File: config.mk
export PLATFORM = sky130hd
export DESIGN_NAME = wdc_watchdog
export DESIGN_NICKNAME = d
export VERILOG_FILES = /design/src/logic/wdc_pkg.sv /design/src/logic/wdc_watchdog.sv
export SDC_FILE = /design/constraint.sdc
export NUM_CORES = 1
export LEC_CHECK = 0
export ABC_AREA = 1
export BUFFER_PORTS_ARGS = -buffer_cell sky130_fd_sc_hd__buf_4
export CAP_MARGIN = 40
export CORE_MARGIN = 8
export CORE_UTILIZATION = 47
export CTS_CLUSTER_SIZE = 12
export DETAILED_ROUTE_END_ITERATION = 8
export REMOVE_ABC_BUFFERS = 1
export SLEW_MARGIN = 30
export SYNTH_ARGS = -nofsm -noshare
export SYNTH_HDL_FRONTEND = slang
export SYNTH_SLANG_ARGS = --single-unit
File: constraint.sdc
create_clock -name MCLK -period 6.3 [get_ports MCLK]
set_input_delay 1.26 -clock MCLK [delete_from_list [all_inputs] [get_ports MCLK]]
set_output_delay 1.26 -clock MCLK [all_outputs]
set_load 0.005 [all_outputs]
File: src/logic/wdc_pkg.sv
// shared constants and types of the watchdog timer control block
package wdc_pkg;

  // ----------------------------------------------------------------
  // control register layout
  // ----------------------------------------------------------------
  // msb to lsb: period select, irq select, status, enable, write unlock
  typedef struct packed {
    logic [3:0] period_sel;
    logic timeout_irq_select;
    logic status;
    logic enable;
    logic control_write_unlock;
  } wdc_ctrl_type;

  localparam wdc_ctrl_type CTRL_RESET = 8'h00;
  localparam int CTRL_W = 8;
  localparam int PSEL_W = 4;
  // control byte that selects the two second period, reset mode, enabled
  localparam logic [CTRL_W-1:0] CTRL_TWO_SEC = 8'h72;
  // period select code of the 31.2 ms step
  localparam logic [PSEL_W-1:0] PSEL_CODE1 = 4'h1;
  // period in base units for code 7 and for code 1
  localparam longint TWO_SEC_SCALE = 64'd128;
  localparam longint CODE1_SCALE = 64'd2;

  // ----------------------------------------------------------------
  // timing
  // ----------------------------------------------------------------
  // shortest period (code 0) is 15.625 ms; each code step doubles it
  localparam longint BASE_PERIOD_NS = 64'd15625000;
  localparam longint CLK_PERIOD_NS = 64'd4;
  localparam int BASE_CYCLES = int'(BASE_PERIOD_NS / CLK_PERIOD_NS);
  localparam int CNT_W = 40;

  // ----------------------------------------------------------------
  // states
  // ----------------------------------------------------------------
  typedef enum logic [1:0] {
    ST_OFF = 2'b01,
    ST_RUN = 2'b10
  } wdc_state_type;

endpackage : wdc_pkg

File: src/logic/wdc_watchdog.sv
// watchdog timer with unlock-protected control register and status flag
// Overview of operation
// - timeout sets the watchdog status flag
// - flag cleared only by zero write or reset
// - watchdog reset leaves the status flag set
// - enabled timeout resets or interrupts per mode
// - value 72h enables two second timeout
module wdc_watchdog #(
  parameter int BASE_CYCLES = wdc_pkg::BASE_CYCLES
) (
  // clock and reset
  input wire logic MCLK,
  input wire logic RST_N,
  // control register access from the core
  input wire logic UNLOCK_SET,
  input wire logic CTRL_WR,
  input wire logic [7:0] CTRL_WDATA,
  input wire logic INSTR_STEP,
  output logic [7:0] CTRL_RDATA,
  // timeout responses
  output logic STATUS_FLAG,
  output logic WDT_RESET,
  output logic WDT_IRQ
);

  // ----------------------------------------------------------------
  // state
  // ----------------------------------------------------------------
  wdc_pkg::wdc_ctrl_type ctrl_r;
  wdc_pkg::wdc_ctrl_type ctrl_nxt;
  wdc_pkg::wdc_state_type state_r;
  wdc_pkg::wdc_state_type state_nxt;
  logic [wdc_pkg::CNT_W-1:0] cnt_r;
  logic [wdc_pkg::CNT_W-1:0] cnt_nxt;
  logic rst_pulse_r;
  logic irq_pulse_r;

  // ----------------------------------------------------------------
  // decode
  // ----------------------------------------------------------------
  wire wdc_pkg::wdc_ctrl_type wr_val = wdc_pkg::wdc_ctrl_type'(CTRL_WDATA);
  // write accepted only right after unlock
  wire logic wr_ok = CTRL_WR && ctrl_r.control_write_unlock;
  // plain write of zero to status, allowed without unlock
  wire logic clr_stat = CTRL_WR && !ctrl_r.control_write_unlock && !wr_val.status;
  // unlock opens only when no write shares its cycle
  wire logic unlock_arm = UNLOCK_SET && !CTRL_WR;
  // any write or other retired instruction closes the window
  wire logic unlock_drop = CTRL_WR || INSTR_STEP;
  // period = base << code; code 1 -> 31.2 ms, code 7 -> 2.0 s
  // 40 bits hold the base shifted by the top code without wrapping
  wire logic [wdc_pkg::CNT_W-1:0] period =
    wdc_pkg::CNT_W'(BASE_CYCLES) << ctrl_r.period_sel;
  wire logic expire = (state_r == wdc_pkg::ST_RUN) && (cnt_r == period - 1'b1);
  wire logic do_reset = expire && !ctrl_r.timeout_irq_select;
  wire logic do_irq = expire && ctrl_r.timeout_irq_select;

  // ----------------------------------------------------------------
  // next control value
  // ----------------------------------------------------------------
  always_comb begin
    ctrl_nxt = ctrl_r;
    if (wr_ok) begin
      ctrl_nxt = wr_val;
      // a write may keep or clear the flag, never set it
      ctrl_nxt.status = wr_val.status && ctrl_r.status;
    end else if (clr_stat) begin
      ctrl_nxt.status = 1'b0;
    end
    // unlock lasts one instruction only
    if (unlock_arm) begin
      ctrl_nxt.control_write_unlock = 1'b1;
    end else if (unlock_drop) begin
      ctrl_nxt.control_write_unlock = 1'b0;
    end
    // own reset drops enable but keeps the flag
    // it beats a write in the same cycle, as the device restarts anyway
    if (do_reset) begin
      ctrl_nxt.enable = 1'b0;
    end
    // set wins over clear
    if (expire) begin
      ctrl_nxt.status = 1'b1;
    end
  end

  // ----------------------------------------------------------------
  // counter and state
  // ----------------------------------------------------------------
  always_comb begin
    state_nxt = state_r;
    cnt_nxt = cnt_r + 1'b1;
    case (state_r)
      wdc_pkg::ST_OFF: begin
        // parked at zero so the next enable starts a full period
        cnt_nxt = '0;
        if (ctrl_nxt.enable) begin
          state_nxt = wdc_pkg::ST_RUN;
        end
      end
      wdc_pkg::ST_RUN: begin
        if (!ctrl_nxt.enable) begin
          state_nxt = wdc_pkg::ST_OFF;
          cnt_nxt = '0;
        end else if (wr_ok || expire) begin
          cnt_nxt = '0; // refresh or next period
        end
      end
      default: begin
        state_nxt = wdc_pkg::ST_OFF;
        cnt_nxt = '0;
      end
    endcase
  end

  // registers
  // only RST_N clears the flag here; WDT_RESET leaves this block alone
  always_ff @(posedge MCLK or negedge RST_N) begin
    if (!RST_N) begin
      ctrl_r <= wdc_pkg::CTRL_RESET;
      state_r <= wdc_pkg::ST_OFF;
      cnt_r <= '0;
      rst_pulse_r <= 1'b0;
      irq_pulse_r <= 1'b0;
    end else begin
      ctrl_r <= ctrl_nxt;
      state_r <= state_nxt;
      cnt_r <= cnt_nxt;
      rst_pulse_r <= do_reset;
      irq_pulse_r <= do_irq;
    end
  end

  // ----------------------------------------------------------------
  // outputs
  // ----------------------------------------------------------------
  assign CTRL_RDATA = ctrl_r;
  assign STATUS_FLAG = ctrl_r.status;
  assign WDT_RESET = rst_pulse_r;
  assign WDT_IRQ = irq_pulse_r;

  // ----------------------------------------------------------------
  // checks
  // ----------------------------------------------------------------
  a_flag_on_expire: assert property (@(posedge MCLK) disable iff (!RST_N)
    expire |=> STATUS_FLAG)
    else $error("status flag not set on timeout");

  a_flag_clear_cause: assert property (@(posedge MCLK) disable iff (!RST_N)
    ($past(STATUS_FLAG) && !STATUS_FLAG) |-> $past(CTRL_WR) && !$past(wr_val.status))
    else $error("status flag cleared without a zero write");

  a_flag_after_wreset: assert property (@(posedge MCLK) disable iff (!RST_N)
    WDT_RESET |-> STATUS_FLAG && !ctrl_r.enable)
    else $error("watchdog reset lost the flag or kept enable");

  a_mode_response: assert property (@(posedge MCLK) disable iff (!RST_N)
    expire |=> (WDT_IRQ == $past(ctrl_r.timeout_irq_select)) && (WDT_RESET != WDT_IRQ))
    else $error("timeout response does not match mode");

  a_locked_write: assert property (@(posedge MCLK) disable iff (!RST_N)
    (CTRL_WR && !ctrl_r.control_write_unlock && !expire) |=> $stable(ctrl_r.period_sel)
      && $stable(ctrl_r.timeout_irq_select) && $stable(ctrl_r.enable))
    else $error("control changed without unlock");

  a_two_second: assert property (@(posedge MCLK) disable iff (!RST_N)
    (wr_ok && CTRL_WDATA == wdc_pkg::CTRL_TWO_SEC) |=> ctrl_r.enable
      && state_r == wdc_pkg::ST_RUN
      && period == wdc_pkg::CNT_W'(BASE_CYCLES) * wdc_pkg::CNT_W'(wdc_pkg::TWO_SEC_SCALE))
    else $error("72h did not start a two second period");

  a_period_double: assert property (@(posedge MCLK) disable iff (!RST_N)
    (ctrl_r.period_sel == wdc_pkg::PSEL_CODE1)
      |-> period == wdc_pkg::CNT_W'(BASE_CYCLES) * wdc_pkg::CNT_W'(wdc_pkg::CODE1_SCALE))
    else $error("code 1 period is not twice the base");

  // ----------------------------------------------------------------
  // checks on the unlock window, flag, responses, state and counter
  // ----------------------------------------------------------------
  a_unlock_arms: assert property (@(posedge MCLK) disable iff (!RST_N)
    (UNLOCK_SET && !CTRL_WR) |=> ctrl_r.control_write_unlock)
    else $error("unlock request did not open the write window");

  a_unlock_one_shot: assert property (@(posedge MCLK) disable iff (!RST_N)
    (CTRL_WR || (INSTR_STEP && !UNLOCK_SET)) |=> !ctrl_r.control_write_unlock)
    else $error("write window outlived the next instruction");

  a_flag_zero_write: assert property (@(posedge MCLK) disable iff (!RST_N)
    (CTRL_WR && !wr_val.status && !expire) |=> !STATUS_FLAG)
    else $error("zero write did not clear the status flag");

  a_single_response: assert property (@(posedge MCLK) disable iff (!RST_N)
    !(WDT_RESET && WDT_IRQ))
    else $error("reset and interrupt raised together");

  a_reset_stops: assert property (@(posedge MCLK) disable iff (!RST_N)
    (expire && !ctrl_r.timeout_irq_select) |=> state_r == wdc_pkg::ST_OFF)
    else $error("counting went on after a watchdog reset");

  a_irq_keeps_run: assert property (@(posedge MCLK) disable iff (!RST_N)
    (expire && ctrl_r.timeout_irq_select && !CTRL_WR)
      |=> state_r == wdc_pkg::ST_RUN && cnt_r == '0)
    else $error("interrupt mode did not start the next period");

  a_count_bound: assert property (@(posedge MCLK) disable iff (!RST_N)
    (state_r == wdc_pkg::ST_RUN) |-> cnt_r < period)
    else $error("count ran past the selected period");

  a_state_onehot: assert property (@(posedge MCLK) disable iff (!RST_N)
    $onehot(state_r))
    else $error("state left its one-hot codes");

  a_enable_state: assert property (@(posedge MCLK) disable iff (!RST_N)
    ctrl_r.enable == (state_r == wdc_pkg::ST_RUN))
    else $error("enable bit and counting state disagree");

  a_write_restart: assert property (@(posedge MCLK) disable iff (!RST_N)
    wr_ok |=> cnt_r == '0)
    else $error("accepted write did not restart the count");

endmodule : wdc_watchdog

==> Word-level counts from Yosys, hierarchy flattened <==
Index checks and enable logic that the tools add are counted.
{ "op_classes": {"add_sub_neg": 2, "n_eq_ne": 5, "shifts": 1, "n_mux": 13, "reduce_logical": 17} }
{ "op_table": {"columns": ["op", "n"], "rows": [
  ["40-bit two-way mux", 3],
  ["40-bit by 1-bit adder with 40-bit output, second input constant", 1],
  ["40-bit == test", 1],
  ["22-bit by 4-bit left shift with 40-bit output, first input constant", 1],
  ["40-bit by 1-bit subtractor with 40-bit output, second input constant", 1],
  ["1-bit logical AND", 8],
  ["1-bit two-way mux", 6],
  ["2-bit two-way mux", 3],
  ["3-bit nonzero test", 2],
  ["1-bit zero test", 4],
  ["2-bit inequality test, second input constant", 2],
  ["2-bit one-hot mux with 2 select lines", 1],
  ["2-bit by 1-bit == test with 1-bit output, second input constant", 1],
  ["2-bit == test, second input constant", 1],
  ["1-bit logical OR", 2],
  ["2-bit AND reduction", 1]
]} }
{ "totals": {"register_bits": 52, "inputBits": 13, "output_inout_bits": 11} }

==> Depth between registers and ports, before layout <==
Gate-level depths: netlist of the first run.
{ "depth": {"word_depth": 8, "ltp_mapped": 21, "depth_no_buf": 20} }

==> Worst setup path before layout of the first run <==
OpenSTA, ideal clock, no wires.
{ "synth_path": {"path_type": "reg2reg", "start": "register ctrl_r (netlist bit CTRL_RDATA[5])", "end": "register cnt_r[0] (netlist bit)", "setup_ns": 0.116, "arrival_ns": 2.530, "path_slack_ns": 3.654, "path_stages_with_launch": 17, "n_path_buf": 1, "period_less_slack_ns": 2.646, "cell_sequence": "dfrtp_1 inv_1 ha_1 nand2_1 ha_1 xnor2_1 xor2_1 or2_2 nor2_1 nand2_1 nor2_2 nand3_1 nor2_1 nand4_1 nand2_2 buf_6 nor2_1"} }
{ "synth_between": {"elab_chain_len": 8, "elab_cells_between_ends": 10} }
{ "synth_lines": {"columns": ["item", "line", "source"], "rows": [
  ["start, declared", "wdc_watchdog.sv:29", "wdc_pkg::wdc_ctrl_type ctrl_r;"],
  ["start signal, assigned", "wdc_watchdog.sv:120", "ctrl_r <= wdc_pkg::CTRL_RESET;"],
  ["start signal, assigned", "wdc_watchdog.sv:126", "ctrl_r <= ctrl_nxt;"],
  ["22-bit by 4-bit left shift with 40-bit output *", "wdc_watchdog.sv:53", "wdc_pkg::CNT_W'(BASE_CYCLES) << ctrl_r.period_sel;"],
  ["40-bit by 1-bit subtractor with 40-bit output *", "wdc_watchdog.sv:54", "wire logic expire = (state_r == wdc_pkg::ST_RUN) && (cnt_r == period - 1'b1);"],
  ["40-bit == test *", "wdc_watchdog.sv:54", null],
  ["1-bit logical AND *", "wdc_watchdog.sv:54", null],
  ["1-bit logical OR or 1-bit logical AND (tied branches)", "wdc_watchdog.sv:105, wdc_watchdog.sv:55", null],
  ["40-bit two-way mux or 1-bit two-way mux (tied branches)", "wdc_watchdog.sv:105, wdc_watchdog.sv:78", null],
  ["40-bit two-way mux *", "wdc_watchdog.sv:102", "if (!ctrl_nxt.enable) begin"],
  ["40-bit two-way mux *", "wdc_watchdog.sv:93", "case (state_r)"],
  ["via cnt_nxt, one bit", "wdc_watchdog.sv:34", "logic [wdc_pkg::CNT_W-1:0] cnt_nxt;"],
  ["end signal, assigned", "wdc_watchdog.sv:128", "cnt_r <= cnt_nxt;"],
  ["end, declared", "wdc_watchdog.sv:33", "logic [wdc_pkg::CNT_W-1:0] cnt_r;"]
]} }
The timed path passes the listed nets; every way through them passes the cells marked *.
A chain may end at the register's enable or synchronous reset.

==> Worst setup path in the final report of the first run <==
{ "layout_path": {"start": "register ctrl_r (netlist bit CTRL_RDATA[6])", "end": "register cnt_r[30] (netlist bit)"} }
The elaborated chain is that of the path after synthesis.

==> results.cfg, run 1 <==
[cells_and_area]
diodes = 0
area_delta_synth_final_pct = 7.76
layout.nets = 801
regArea_mm2 = 0.00130
drive_gt1_frac = 0.0642
n_fill_cell = 1068
multi_input_area_mm2 = 0.00297

[worst_hold_path]
holdPathEnd = WDT_RESET
worstHoldPathType = reg -> reg
min_from = CTRL_RDATA[3]
hold_depth = 1

[worst_setup_path]
startpoint_type = register
slowest_delay_ps = 680
worst-path-buf-inv = 1
crit_fanout = 24
critPathLaunch = CTRL_RDATA[6]
cp_data_arrival_time_ps = 3860
r2r_setup_slack_ps = 2650
crit_top_cell = nor2_1
required_ps = 6510
cp_top_family = simple AND/OR/NAND/NOR gates
end_kind = register
cp_slowest_cell = dfrtp_1
path_class = reg -> reg
r2r-start = CTRL_RDATA[6]
path_cells = nor2_1 > nand2_1 > ha_1 > xnor2_1 > nor2_1 > nand3_1 > nor2_1 > nand3_1 > nor2_1 > nand2_1 > nor2_2 > nand3_1 > nor2_1 > nand4_1 > nand2_2 > buf_16 > nor2_1
timing.rr.end = cnt_r[30]
r2r_cells = 17

[route]
wirelength_um = 14600
via_per_inst = 5.48
dr.pass1.iters = 5
vias = 5002
drt_iter0_drc = 476
antenna_left = 0
wl_per_cell_um = 16.0
drc = 0

[sta]
final.setup.worst_slack_ps = 2650
hold_viol = 0
fmax_mhz = 274
timing.setup.tns_ps = 0
tightestPinTransition_ps = 776
period_share = 0.579
setup_viol = 0
hold_ws_ps = 462
slew_violations = 0
rsz0062_at_grt = false
clock_skew_ps = 12.2
min_period_ps = 3650
slew_headroom = 0.483

[synthesis]
yosys-mux-area-fraction = 0.00236
netlist_area_mm2 = 0.00477
seq_area_frac_synth = 0.273
yosysTopAreaCell = dfrtp_1
synth_xor_area_frac = 0.0936
synth.most_common_cell = nand2_1
synth-main-ff-cell = dfrtp_1
synth-edff-count = 0
synth_commonest_cells = 176 x nand2_1, 149 x nor2_1, 89 x inv_1
yosysUniqueCellTypes = 34
yosys_register_bits = 52
synth_top_family_by_area = simple AND/OR/NAND/NOR gates
netlist_instances = 770
synth_fa_ha_area_frac = 0.0262
yosysWarningCount = 0
synth_top_area_share = 0.267
avgSynthCellArea_um2 = 6.20
async_flop_share = 1.00
synth_compound_area_frac = 0.0561
synth-simple-area-share = 0.443
synthTopCellsByArea = dfrtp_1 27%, nand2_1 14%, nor2_1 12%

[global_route]
grt_pass1_wl_um = 24200
grtUsageTotal = 0.225
antenna_found_initial = 0
grt_max_degree = 53
overflow = 0
first_global_vias = 4838

[die]
core_mm2 = 0.00982
num_io_pins = 24
initial_core_util = 0.486
dieArea_mm2 = 0.0136
die_h_um = 117
num_rows = 36
die_width_um = 117

[clock_network]
cts_resized = 0
clockBufferDepth = 2
clk_latency_ps = 320
htree_num_levels = 2
cts_hold_buf = 0
postCtsSetupRepairBufs = 0
clk_pin_slew_ps = 100
cts_buffers = 5
cts_tree = done
root_buffer = clkbuf_8
numClockSinks = 52

[pwr]
ir_drop_uv = 132
switching_power_uw = 502
internal_power_uw = 639
p_clk_frac = 0.214
seqPwrFrac = 0.326
total_leakage_power_nw = 2.19
swShare = 0.440
power_density_mw_per_mm2 = 222
p_comb_frac = 0.460

[status]
status = completed

[placement]
gp_congestion = 0.961
pre_cts_ws_ps = 2610
port_buffers = 22
dp_hpwl_um = 11300

[run]
cap_viol_max_count = 0
logic make-up (layout without fill, tap and decap cells):
| logic type | count (synthesis) | after routing |
|---|---|---|
| fa+ha+maj | 10 | 10 |
| xor+xnor | 51 | 51 |
| simple gates | 488 | 488 |
| compound gates | 50 | 50 |
| mux | 1 | 1 |
| buf+inv | 118 | 127 |
| flops | 52 | 52 |
power by group through the flow:
stage,Sequential [mW],Combinational [mW],Clock [mW]
floorplan,0.380,0.353,0
global placement,0.377,0.494,0
detailed placement,0.378,0.508,0
CTS,0.372,0.511,0.255
global route,0.375,0.590,0.263
finish,0.372,0.525,0.244
routing by layer:
metal | global-route usage | wire [µm] | part of all wire | vias up
met5 | 0 | 0 | 0 | -
met2 | 0.378 | 6860 | 0.47 | 141
met3 | 0.0282 | 661 | 0.045 | 27
met4 | 0.0708 | 349 | 0.024 | 0
met1 | 0.295 | 6750 | 0.46 | 2347
li1 | - | - | - | 2487
through the flow:
| step | cells | total power, mW | cell area, µm² | util |
|---|---|---|---|---|
| after floorplan | 743 | 0.732 | 4610 | - |
| after global placement | 901 | 0.871 | 4970 | 0.506 |
| after detailed placement | 903 | 0.886 | 5000 | 0.509 |
| after CTS | 911 | 1.14 | 5120 | 0.521 |
| after global routing | 912 | 1.23 | 5140 | 0.524 |
| final | 912 | 1.14 | 5140 | 0.524 |
placed cells by master (no fill, tap or decap), drive strengths merged, types with 16 or more instances in the layout:
| cell | count |
|---|---|
| dfrtp | 51 |
| nor2 | 152 |
| nand4 | 23 |
| a21oi | 20 |
| buf | 28 |
| xor2 | 40 |
| nor3 | 22 |
| nand2 | 178 |
| nor4 | 16 |
| inv | 92 |
| nand3 | 89 |
| o21ai | 21 |
worst reg2reg max path, cell delays in order (launching register included):
cell and delay (ps):
dfrtp_1 680, nor2_1 330, nand2_1 150, ha_1 340, xnor2_1 130, nor2_1 130
nand3_1 140, nor2_1 130, nand3_1 80, nor2_1 110, nand2_1 80, nor2_2 100
nand3_1 70, nor2_1 100, nand4_1 210, nand2_2 480, buf_16 220, nor2_1 60
worst max-delay path by stage:
stage | endpoint | slack [ps] | cells after the start
detailed placement | cnt_r[33] | 2610 | 16
CTS | cnt_r[33] | 2590 | 16
finish | cnt_r[30] | 2650 | 17
global route | cnt_r[30] | 2380 | 18
floorplan | cnt_r[0] | 2810 | 14
global placement | cnt_r[11] | 2660 | 17
flip-flops by register name, summed over array words and instances, names as in the netlist:
signal       flops
CTRL_RDATA       7
STATUS_FLAG      1
WDT_IRQ          1
WDT_RESET        1
cnt_r           40
state_r          2
cell type report:
type                    instances  area share
repair buffers                 28      0.0486
flip-flops and latches         52       0.253
well taps                     133      0.0323
clock inverters                 3     0.00900
clock buffers                   5      0.0134
multi-input cells             600       0.577
inverters                      91      0.0664
No activity file was read; power rests on OpenSTA's default activity.
==> run 2, diff against run 1 <==
- PLACE_DENSITY: default -> 0.66
- clock period: 6.3 -> 3 ns (I/O delays scaled with it)
==> run 2 against run 1 <==
- fmax up 26%
- flip-flop and latch count unchanged
- critical path depth unchanged
- sequential power up 110%
- power up 140%
- cell area up 12%
- utilization up 6.5 points
- global-route usage up 1.1 points
- wire length up 10%
- critical endpoint is now state_r[1]
- critical path type unchanged
==> results.cfg, run 2 (synthesized netlist as in run 1, its figures left out) <==
[die]
num_io_pins = 24
die_h_um = 117
core_mm2 = 0.00982
die_width_um = 117
num_rows = 36
dieArea_mm2 = 0.0136
initial_core_util = 0.486

[worst_setup_path]
crit_top_cell = nor2_1
r2r-start = CTRL_RDATA[4]
path_cells = inv_2 > buf_6 > ha_4 > inv_2 > nand2_1 > inv_1 > nor2_1 > nand2_1 > o21ai_0 > nor2_1 > nor3_1 > nand3_1 > nor2_2 > nand4_1 > nand2_4 > clkbuf_16 > nor2_1
cp_slowest_cell = dfrtp_2
cp_data_arrival_time_ps = 3100
end_kind = register
slowest_delay_ps = 470
r2r_setup_slack_ps = 110
path_class = reg -> reg
crit_fanout = 7
timing.rr.end = state_r[1]
required_ps = 3210
startpoint_type = register
r2r_cells = 17

[global_route]
grt_pass1_wl_um = 25000
overflow = 0
grt_max_degree = 53
grt_util_met3 = 0.0354
grt.busiest_layer = met2
use_met2 = 0.385
antenna_found_initial = 0
gr-usage-met1 = 0.308
first_global_vias = 4870
grtUsageTotal = 0.236

[sta]
period_share = 0.962
slew_violations = 0
hold_viol = 0
min_period_ps = 2890
tightestPinTransition_ps = 701
setup_viol = 0
slew_headroom = 0.532
fmax_mhz = 346
timing.setup.tns_ps = 0
clock_skew_ps = 7.03

[cells_and_area]
area_delta_synth_final_pct = 21.1
final_cell_mix = 149 x nand2_1, 135 x nor2_1, 81 x inv_1
top_register = cnt_r
multi_input_area_mm2 = 0.00331
fin_cells = 939
n_fill_cell = 1012
diodes = 0
layout.nets = 828
drive_gt1_frac = 0.186
largest_reg_flops = 40
layout_commonest_cell = nand2_1
regArea_mm2 = 0.00131

[pwr]
p_clk_frac = 0.181
swShare = 0.441
fin_total_pwr_mw = 2.76
p_comb_frac = 0.541
switching_power_mw = 1.22
seqPwrFrac = 0.278
ir_drop_uv = 218
internal_power_mw = 1.54
total_leakage_power_nw = 2.44
power_density_mw_per_mm2 = 477

[run]
cap_viol_max_count = 0

[route]
wirelength_um = 16100
drt_iter0_drc = 495
antenna_left = 0
via_per_inst = 5.53
dr.pass1.iters = 5
drc = 0
wl_per_cell_um = 17.2
vias = 5197

[worst_hold_path]
worstHoldPathType = in -> async

[clock_network]
numClockSinks = 52
cts_hold_buf = 0
cts_buffers = 5
htree_num_levels = 2
clk_latency_ps = 320
root_buffer = clkbuf_8
clockBufferDepth = 2
clk_pin_slew_ps = 100
cts_tree = done

[status]
status = completed

[placement]
post-place-cells = 918
port_buffers = 22
gp_congestion = 0.949
dp_hpwl_um = 11800
run 2: changes by cell type in the layout (fill, tap and decap cells not counted), moves of 5 or more:
cell,change
buf_4,+19
nand2_2,+19
nand2_1,-26
nand2_4,+7
ha_1,-6
nor2_1,-14
nand3_1,-10
nor2_4,+7
ha_4,+5
inv_1,-8
inv_2,+6
nor2_2,+7
nand3_2,+7
run 2: what timing repair did:
item / CTS / global route
endpoints found under the hold margin: 0 / 0
endpoints found under the setup margin: 0 / 44
buffers inserted: 0 / 8
resized for setup: 0 / 109
run 2: area by class of cell:
type	count	share of cell area
Clock buffer	5	0.0119
Clock inverter	3	0.00736
Inverter	91	0.0608
Multi-Input combinational cell	600	0.573
Sequential cell	52	0.226
Tap cell	133	0.0288
Timing Repair Buffer	55	0.0924
run 2: power groups by stage:
stage / combinational [mW] / sequential (mW) / clock [mW]
after floorplan: 0.741 / 0.797 / 0
after global placement: 1.13 / 0.770 / 0
after detailed placement: 1.16 / 0.772 / 0
after CTS: 1.16 / 0.758 / 0.516
after global routing: 1.64 / 0.773 / 0.534
final: 1.49 / 0.767 / 0.498
run 2: critical path, delay by kind of cell, from the launching register on:
family                   cells  cell delay [ps]
AND/OR/NAND/NOR             10             1410
adder cells (fa/ha/maj)      1              200
flip-flops                   1              470
AO/OA/AOI/OAI                1              150
buffers and inverters        5              540
run 2: worst max-delay path by stage:
stage | start | to | slack (ps) | cells after the start
final | CTRL_RDATA[4] | state_r[1] | 110 | 17
after global routing | CTRL_RDATA[4] | cnt_r[36] | -50 | 20
after CTS | CTRL_RDATA[4] | cnt_r[36] | 80 | 18
after detailed placement | CTRL_RDATA[4] | cnt_r[16] | 110 | 18
after global placement | CTRL_RDATA[4] | state_r[1] | 150 | 18
after floorplan | CTRL_RDATA[7] | cnt_r[0] | -490 | 14
run 2: metal layers:
| metal | wire (µm) | vias up |
|---|---|---|
| met1 | 7180 | 2473 |
| li1 | - | 2539 |
| met5 | 0 | - |
| met3 | 807 | 35 |
| met2 | 7650 | 150 |
| met4 | 482 | 0 |
run 2: through the flow:
stage / hold slack, ps / setup slack [ps] / cell area (µm²) / utilization
4_1_cts: 341 / 78.0 / 5250 / 0.535
6_report: 328 / 114 / 5780 / 0.589
3_3_place_gp: 437 / 152 / 5120 / 0.522
3_5_place_dp: 454 / 109 / 5140 / 0.523
5_1_grt: 381 / -49.4 / 5780 / 0.589
2_1_floorplan: 304 / -485 / 4610 / -
